$ cat src/rtl/rcg_pkg.sv
// Purpose: Constants for the reset, clock and strap block
// Assumes: 32-bit word-aligned AHB-Lite register map
// Notes: Offsets are full byte addresses
package rcg_pkg;

   // ------------------------------------------------------------
   // Register map
   // ------------------------------------------------------------
   localparam logic [31:0] FW_STRAP_ADDR = 32'h3000_1C00;
   localparam logic [31:0] HW_STRAP_ADDR = 32'h3000_1C04;
   localparam logic [31:0] STATUS_ADDR = 32'h3000_1C0C;
   localparam logic [31:0] GATE_CTRL_ADDR = 32'h3000_1C18;
   localparam logic [7:0] GATE_CTRL_RESET = 8'h03;

   // ------------------------------------------------------------
   // Field positions
   // ------------------------------------------------------------
   localparam int FW_LINE_LO = 7;
   localparam int MEM_TYPE_LINE = 22;
   localparam int USB_CLK_LINE = 21;
   localparam int PPORT_LINE = 20;
   localparam int BOOT_WIDTH_LINE = 19;
   localparam int DEBUG_EN_LINE = 18;
   localparam int BYPASS_LINE = 17;
   localparam int GATE_USB_BIT = 0;
   localparam int GATE_PPORT_BIT = 1;
   localparam int STAT_LOCK_BIT = 0;
   localparam int STAT_BYPASS_BIT = 1;
   localparam int STAT_WDOG_BIT = 2;

   // ------------------------------------------------------------
   // Dividers and counts, in system clock cycles
   // ------------------------------------------------------------
   localparam logic [7:0] PLL_PRE_DIV = 8'h19;
   localparam logic [7:0] PLL_FB_DIV = 8'h30;
   localparam logic [7:0] PLL_POST_DIV = 8'h01;
   localparam int USB_DIV = 4;
   localparam int REFRESH_DIV = 48;
   localparam int WDOG_PULSE_CYCLES = 200;

   // Reset sequencer states
   typedef enum logic [1:0] {
      SEQ_HOLD,
      SEQ_WAIT_LOCK,
      SEQ_RUN,
      SEQ_WDOG
   } seq_state_type;

endpackage

$ cat src/rtl/rst_sync_if.sv
// Purpose: Carrier between the sequencer and the reset synchroniser
// Assumes: One clock
// Notes: Request is asynchronous, result is synchronous release
`timescale 1ns/1ps
`default_nettype none
interface rst_sync_if;
   logic async_req;
   logic sync_rst;
   modport src (output async_req, input sync_rst);
   modport sync (input async_req, output sync_rst);
endinterface
`default_nettype wire

$ cat src/rtl/reset_clock_strap_config.sv
// Purpose: System reset, derived clocks and power-on strap latches
// Assumes: clk is the PLL (or bypass) system clock
// Notes: PLL itself is an analog macro outside; we drive its settings
`timescale 1ns/1ps
`default_nettype none
// What this block does
// - Reference clock feeds PLL producing the system clock; PLL is enabled here unless the bypass strap is high.
// - USB and parallel-port clocks each have their own gate enable.
// - 12 MHz USB clock is system clock divided by four.
// - Refresh tick every 48 system clock cycles.
// - Power-good input is active low and asynchronous.
// - Watchdog request gives a 200-cycle reset pulse.
// - Reset output released synchronously; USB 12 MHz domain resyncs itself.
// - PLL dividers fixed at 25, 48 and 1.
// - Address lines stay inputs and are sampled while power-good low.
// - Bypass and debug straps act before power-good rises.
// - Debug strap low switches shared pins to debug port.
// - Firmware strap register holds address lines 14 to 7, read only.
// - Memory-type strap from line 22: high SDRAM, low EDO.
// - Registers are 8 bits wide on 32-bit aligned words.
// - USB clock strap from line 21; low keeps USB clock stopped.
// - Parallel-port strap from line 20; low stops its clock.
// - Bypass strap from line 17; high selects external clock pin.
// - Debug enable strap from line 18; high keeps memory pin use.
module reset_clock_strap_config
   import rcg_pkg::*;
#(
   parameter int ADDR_W = 23
) (
   input wire logic clk,
   input wire logic reset,
   input wire logic power_ok_reset_input_n,
   input wire logic watchdog_reset_request,
   input wire logic pll_locked,
   input wire logic [ADDR_W-1:0] address_in,
   output logic address_lines_input_only,
   output logic pll_enable,
   output logic [7:0] pll_pre_div,
   output logic [7:0] pll_fb_div,
   output logic [7:0] pll_post_div,
   output logic use_external_clock_input,
   output logic debug_port_mode,
   output logic sdram_select,
   output logic boot_bank_width_strap,
   output logic usb_clock_enable,
   output logic parallel_port_clock_gate,
   output logic usb_12m_clock,
   output logic refresh_tick,
   output logic system_reset,
   input wire logic hsel,
   input wire logic [31:0] haddr,
   input wire logic [1:0] htrans,
   input wire logic hwrite,
   input wire logic [2:0] hsize,
   input wire logic [31:0] hwdata,
   input wire logic hready,
   output logic hreadyout,
   output logic hresp,
   output logic [31:0] hrdata
);

   // ------------------------------------------------------------
   // Helpers
   // ------------------------------------------------------------
   // Word match on an aligned register address
   function automatic logic hit(input logic [31:0] a,
                                input logic [31:0] off);
      hit = (a[31:2] == off[31:2]);
   endfunction

   // ------------------------------------------------------------
   // Declarations
   // ------------------------------------------------------------
   logic por_async;
   logic pg_meta_r;
   logic pg_sync_r;
   logic [7:0] fw_strap_r;
   logic [7:0] hw_strap_r;
   logic bypass_now;
   logic debug_en_now;
   logic [7:0] gate_ctrl_r;
   seq_state_type seq_r;
   logic [7:0] wdog_cnt_r;
   logic int_reset;
   logic rst_out_r;
   logic [1:0] usb_div_r;
   logic usb_clk_r;
   logic [5:0] refresh_cnt_r;
   logic refresh_r;
   logic ap_write_r;
   logic [31:0] ap_addr_r;
   logic [31:0] hrdata_r;
   logic ap_take;
   logic [31:0] rd_value;
   rst_sync_if rsi ();

   // Power-on reset: bench reset or power-good low
   assign por_async = reset | ~power_ok_reset_input_n;

   // ------------------------------------------------------------
   // Power-good synchroniser
   // ------------------------------------------------------------
   always_ff @(posedge clk or posedge por_async) begin
      if (por_async) begin
         pg_meta_r <= 1'b0;
         pg_sync_r <= 1'b0;
      end else begin
         pg_meta_r <= 1'b1;
         pg_sync_r <= pg_meta_r;
      end
   end

   // ------------------------------------------------------------
   // Strap capture
   // ------------------------------------------------------------
   // Sampled each cycle until power-good release settles
   always_ff @(posedge clk) begin
      if (!pg_sync_r) begin
         fw_strap_r <= address_in[FW_LINE_LO+7:FW_LINE_LO];
         hw_strap_r <= {address_in[MEM_TYPE_LINE],
                        address_in[USB_CLK_LINE],
                        address_in[PPORT_LINE],
                        address_in[BOOT_WIDTH_LINE],
                        address_in[DEBUG_EN_LINE],
                        address_in[BYPASS_LINE],
                        2'b00};
      end
   end

   // Address pads kept as inputs during power-on reset
   assign address_lines_input_only = ~pg_sync_r;

   // Early straps follow the pins until the latch has closed
   assign bypass_now = pg_sync_r ? hw_strap_r[2]
                                 : address_in[BYPASS_LINE];
   assign debug_en_now = pg_sync_r ? hw_strap_r[3]
                                   : address_in[DEBUG_EN_LINE];

   // ------------------------------------------------------------
   // PLL settings and clock selection
   // ------------------------------------------------------------
   assign pll_enable = ~bypass_now;
   assign pll_pre_div = PLL_PRE_DIV;
   assign pll_fb_div = PLL_FB_DIV;
   assign pll_post_div = PLL_POST_DIV;
   assign use_external_clock_input = bypass_now;
   assign debug_port_mode = ~debug_en_now;
   assign sdram_select = hw_strap_r[7];
   assign boot_bank_width_strap = hw_strap_r[4];

   // ------------------------------------------------------------
   // Reset sequencer
   // ------------------------------------------------------------
   // Hold for lock, run, then stretch watchdog requests
   always_ff @(posedge clk or posedge reset) begin
      if (reset) begin
         seq_r <= SEQ_HOLD;
         wdog_cnt_r <= 8'h00;
      end else begin
         case (seq_r)
            SEQ_HOLD: begin
               if (pg_sync_r) begin
                  seq_r <= SEQ_WAIT_LOCK;
               end
            end
            SEQ_WAIT_LOCK: begin
               if (pll_locked || bypass_now) begin
                  seq_r <= SEQ_RUN;
               end
            end
            SEQ_RUN: begin
               if (!pg_sync_r) begin
                  seq_r <= SEQ_HOLD;
               end else if (watchdog_reset_request) begin
                  seq_r <= SEQ_WDOG;
                  wdog_cnt_r <= 8'(WDOG_PULSE_CYCLES - 1);
               end
            end
            SEQ_WDOG: begin
               if (!pg_sync_r) begin
                  seq_r <= SEQ_HOLD;
               end else if (wdog_cnt_r == 8'h00) begin
                  seq_r <= SEQ_RUN;
               end else begin
                  wdog_cnt_r <= wdog_cnt_r - 8'h01;
               end
            end
            default: begin
               seq_r <= SEQ_HOLD;
            end
         endcase
      end
   end

   // Internal reset request for the synchroniser
   assign int_reset = por_async | (seq_r != SEQ_RUN);
   assign rsi.async_req = int_reset;

   // Synchronous release onto the system clock
   rst_synchronizer u_rst_sync (
      .clk (clk),
      .rs (rsi.sync)
   );

   // Output reset from a flop so it never glitches
   always_ff @(posedge clk or posedge por_async) begin
      if (por_async) begin
         rst_out_r <= 1'b1;
      end else begin
         rst_out_r <= rsi.sync_rst;
      end
   end

   assign system_reset = rst_out_r;

   // ------------------------------------------------------------
   // Derived clocks and refresh tick
   // ------------------------------------------------------------
   // Divide by four: toggle every second cycle
   always_ff @(posedge clk or posedge reset) begin
      if (reset) begin
         usb_div_r <= 2'b00;
         usb_clk_r <= 1'b0;
      end else begin
         usb_div_r <= usb_div_r + 2'b01;
         if (usb_div_r[0]) begin
            usb_clk_r <= ~usb_clk_r;
         end
      end
   end

   assign usb_12m_clock = usb_clk_r;

   // One-cycle refresh pulse every REFRESH_DIV cycles
   always_ff @(posedge clk or posedge reset) begin
      if (reset) begin
         refresh_cnt_r <= 6'h00;
         refresh_r <= 1'b0;
      end else if (refresh_cnt_r == 6'(REFRESH_DIV - 1)) begin
         refresh_cnt_r <= 6'h00;
         refresh_r <= 1'b1;
      end else begin
         refresh_cnt_r <= refresh_cnt_r + 6'h01;
         refresh_r <= 1'b0;
      end
   end

   assign refresh_tick = refresh_r;

   // Gate enables: software bit and strap must both allow
   assign usb_clock_enable = gate_ctrl_r[GATE_USB_BIT]
                             & hw_strap_r[6] & pg_sync_r;
   assign parallel_port_clock_gate = gate_ctrl_r[GATE_PPORT_BIT]
                                     & hw_strap_r[5] & pg_sync_r;

   // ------------------------------------------------------------
   // AHB-Lite slave
   // ------------------------------------------------------------
   assign ap_take = hsel & htrans[1] & hready;
   assign hreadyout = 1'b1;
   assign hresp = 1'b0;

   // Read mux, 8-bit registers in the low byte
   always_comb begin
      rd_value = 32'h0000_0000;
      if (hit(haddr, FW_STRAP_ADDR)) begin
         rd_value[7:0] = fw_strap_r;
      end else if (hit(haddr, HW_STRAP_ADDR)) begin
         rd_value[7:0] = hw_strap_r;
      end else if (hit(haddr, STATUS_ADDR)) begin
         rd_value[STAT_LOCK_BIT] = pll_locked;
         rd_value[STAT_BYPASS_BIT] = bypass_now;
         rd_value[STAT_WDOG_BIT] = (seq_r == SEQ_WDOG);
      end else if (hit(haddr, GATE_CTRL_ADDR)) begin
         rd_value[7:0] = gate_ctrl_r;
      end
   end

   // Address phase capture and registered read data
   always_ff @(posedge clk or posedge reset) begin
      if (reset) begin
         ap_write_r <= 1'b0;
         ap_addr_r <= 32'h0000_0000;
         hrdata_r <= 32'h0000_0000;
      end else begin
         if (hready) begin
            ap_write_r <= ap_take & hwrite;
            ap_addr_r <= haddr;
         end
         if (ap_take && !hwrite) begin
            hrdata_r <= rd_value;
         end
      end
   end

   assign hrdata = hrdata_r;

   // Gate control register, written in the data phase
   always_ff @(posedge clk or posedge reset) begin
      if (reset) begin
         gate_ctrl_r <= GATE_CTRL_RESET;
      end else if (ap_write_r && hit(ap_addr_r, GATE_CTRL_ADDR)) begin
         gate_ctrl_r <= {6'b000000, hwdata[1:0]};
      end
   end

endmodule
`default_nettype wire

$ cat src/rtl/rst_synchronizer.sv
// Purpose: Reset with asynchronous assertion and synchronous release
// Assumes: async_req active high
// Notes: Two flip-flop release chain
`timescale 1ns/1ps
`default_nettype none
module rst_synchronizer (
   input wire logic clk,
   rst_sync_if.sync rs
);
   logic meta_r;
   logic hold_r;

   // ------------------------------------------------------------
   // Release chain
   // ------------------------------------------------------------
   always_ff @(posedge clk or posedge rs.async_req) begin
      if (rs.async_req) begin
         meta_r <= 1'b1;
         hold_r <= 1'b1;
      end else begin
         meta_r <= 1'b0;
         hold_r <= meta_r;
      end
   end

   assign rs.sync_rst = hold_r;
endmodule
`default_nettype wire

$ cat config.mk
export PLATFORM = sky130hd
export DESIGN_NAME = reset_clock_strap_config
export DESIGN_NICKNAME = d
export VERILOG_FILES = /design/src/rtl/rcg_pkg.sv /design/src/rtl/rst_sync_if.sv /design/src/rtl/reset_clock_strap_config.sv /design/src/rtl/rst_synchronizer.sv
export SDC_FILE = /design/constraint.sdc
export NUM_CORES = 1
export LEC_CHECK = 0
export BUFFER_PORTS_ARGS = -buffer_cell sky130_fd_sc_hd__buf_2
export CAP_MARGIN = 25
export CELL_PAD_IN_SITES_DETAIL_PLACEMENT = 0
export CELL_PAD_IN_SITES_GLOBAL_PLACEMENT = 2
export CORE_AREA = 2 2 114 116
export CTS_CLUSTER_SIZE = 30
export DETAILED_ROUTE_END_ITERATION = 6
export DIE_AREA = 0 0 116 118
export PLACE_DENSITY_LB_ADDON = 0.1
export SLEW_MARGIN = 5
export SYNTH_ARGS = -nofsm -noshare
export SYNTH_HDL_FRONTEND = slang
export SYNTH_HIERARCHICAL = 1
export SYNTH_SLANG_ARGS = --single-unit
$ cat constraint.sdc
create_clock -name clk -period 4.2 [get_ports clk]
set_clock_uncertainty 0.2 [all_clocks]
set_input_delay 0.84 -clock clk [delete_from_list [all_inputs] [get_ports clk]]
set_output_delay 0.84 -clock clk [all_outputs]
set_load 0.01 [all_outputs]
==> reports/qor.yml <==
clocking:
  post-cts-setup-buffers: 0
  clk_latency_ns: 0.33
  clk_pin_slew_ns: 0.06
  clock-root-buffer: "clkbuf_16"
  htreeDepth: 3
  numCtsBuffers: 9
  ctsResizeCount: 0
  cts_hold_buf: 0
  clockBufferDepth: 2
  tritoncts: "yes"
  clkSinkCount: 79
die:
  die_x_um: 116
  coreArea_mm2: 0.0124
  fp.dieArea_mm2: 0.0137
  ioPinCount: 169
  die_h_um: 118
  initial_utilization_pct: 30.4
  placementRows: 41
final_layout:
  nFillCells: 1267
  diodes: 0
  final_nets: 493
  finalNonFillerCells: 567
  area_growth_pct: 17.9
  drive_gt1_share_pct: 34.2
grt:
  antenna_found_initial: 0
  grt_usage_pct: 12.6
  grt.overflow.total: 0
  grt_pass1_vias: 2430
  grt_pass1_wl_um: 13000
  grt_start_max_net_pins: 33
critical_path:
  worst_ep_arrival_time_ns: 1.65
  startpoint_type: "flop"
  r2r_cells: 6
  crit_type: "reg -> out"
  worstPathRequired_ns: 3.16
  critPathMaxFanout: 16
  crit_path_end_kind: "primary output"
synthesis:
  netlist_instances: 314
  yosys.cell_count.top_type: "dfrtp_1"
  synth-seq-cells: 79
  avgSynthCellArea_um2: 12.0
  yosysWarnings: 6
  async_flop_share_pct: 82.3
  yosys_most_used_dff: "dfrtp_1"
  yosysTopAreaCellShare_pct: 39.8
  netlist.top_cell.by_area: "dfrtp_1"
  synth_common_cells: "60 x dfrtp_1, 50 x buf_4, 31 x mux2_2, 14 x edfxtp_1, 14 x nand2_1"
  synthesis.area_mm2: 0.00378
  synth_area_leaders: "dfrtp_1 40%, edfxtp_1 11%, buf_4 9.9%, mux2_2 9.2%, dfstp_2 3.5%"
  synth_edf_count: 14
  ys_types: 54
  seq_area_frac_synth_pct: 54.4
detailed_routing:
  wl_um: 8410
  post_drt_wl_per_cell_um: 14.8
  first_iter_violations: 79
  antenna_left: 0
  drc: 0
  viasPerCell: 4.34
  firstDrtPassIters: 4
  vias: 2462
sta:
  slew_headroom_pct: 52.5
  maxSlewViolCount: 0
  final.min_clock_period_ns: 2.69
  holdWs_ns: 0.154
  worst_pin_slew_ns: 0.712
  fin_crit_sh_pct: 64.0
  hold_violations: 0
  setup_slack_ns: 1.51
  finalSetupViolCount: 0
  grt_setup_unrepaired: "false"
  clock.fmax_ghz: 0.372
  fin_setup_tns_ns: 0
run_status:
  outcome: "finished clean"
power:
  power_density_mw_per_mm2: 437
  p_leak_uw: 0.00205
  peakVddDrop_mv: 0.179
hold_path:
  holdCritPathClass: "reg -> reg"
  holdPathStages: 0
place:
  place_hpwl_um: 6160
  dp_worst_setup_slack_ns: 1.39
  gp_congestion: 0.761
  port_buffers: 73
  dp.cells: 551
flow_run:
  maxCapViolCount: 0
==> stage by stage <==
| stage | instance area, µm² | total power, µW | utilization (%) |
|---|---|---|---|
| 2_1_floorplan | 3960 | 1110 | - |
| 3_3_place_gp | 4150 | 1160 | 33.4 |
| 3_5_place_dp | 4150 | 1160 | 33.4 |
| 4_1_cts | 4450 | 1970 | 35.9 |
| 5_1_grt | 4450 | 2040 | 35.9 |
| 6_report | 4450 | 1950 | 35.9 |
==> cell type report <==
cell class              count  area (µm²)  area share [%]
flip-flops and latches     79        2050            46.1
well taps                 172         215            4.83
repair buffers             75         380            8.54
inverters                  10        37.5           0.843
multi-input cells         215        1460            32.8
clock buffers              10         250            5.62
clock inverters             6        56.3            1.26
==> path summary, 6_finish.rpt <==
kind | from | end | slack, ns
worst max-delay path | pg_sync_r$_DFF_PP0_ | address_lines_input_only | 1.51
worst min-delay path | pg_meta_r$_DFF_PP0_ | pg_sync_r$_DFF_PP0_ | 0.15
worst max register to register | wdog_cnt_r[0]$_DFFE_PP0P_ | wdog_cnt_r[3]$_DFFE_PP0P_ | 2.05
worst min register to register | pg_meta_r$_DFF_PP0_ | pg_sync_r$_DFF_PP0_ | 0.15
max in group asynchronous | reset | gate_ctrl_r[1]$_DFFE_PP1P_ | 2.45
min in group asynchronous | power_ok_reset_input_n | pg_meta_r$_DFF_PP0_ | 0.31
==> critical path, cell delays in order (launching register included) <==
cell and delay (ns):
dfrtp_1 0.52, inv_1 0.55, buf_2 0.25
==> flip-flops by register name (all words and copies together), names as in the netlist, 2 cells and up <==
| signal | flops |
|---|---|
| refresh_cnt_r | 6 |
| fw_strap_r | 8 |
| hrdata | 8 |
| gate_ctrl_r | 2 |
| hw_strap_r | 6 |
| wdog_cnt_r | 8 |
| seq_r | 2 |
| ap_addr_r | 30 |
==> where the power goes <==
| part | internal (µW) | leakage (µW) | switching (µW) |
|---|---|---|---|
| combinational | 98.3 | 0.000970 | 135 |
| clock | 493 | 0.000157 | 311 |
| sequential | 846 | 0.000920 | 61.9 |
==> layout by cell type (no fill, tap or decap), types with 3 or more instances in the layout <==
master	instances
buf_2	73
dfrtp_1	60
conb_1	52
mux2_2	31
nand2_1	14
edfxtp_1	14
o21ai_1	12
nor2_1	10
clkbuf_16	10
inv_1	9
nor4_1	7
nor3_1	7
mux2i_1	7
nand3_1	6
o21ai_0	5
nand4_1	5
a21oi_1	5
dfstp_2	5
or4_1	4
a21o_1	4
clkinv_2	4
xor2_1	3
or4b_1	3
ha_1	3
==> kinds of logic after synthesis <==
logic type	Yosys count	share of synthesized area (%)
mux	40	11.7
fa+ha+maj	3	0.994
other cells	3	0.298
compound gates	44	7.69
xor+xnor	3	0.696
flops	79	54.4
simple gates	73	12.4
buf+inv	69	11.9
==> metal layers <==
layer / up-vias / share of wire, % / track usage, %
met2: 77 / 47 / 19.6
met1: 1187 / 46 / 16.9
met3: 11 / 5.2 / 2.63
met5: - / 0 / 0
li1: 1187 / - / -
met4: 0 / 1.5 / 5.36
No activity file was read; power rests on OpenSTA's default activity.
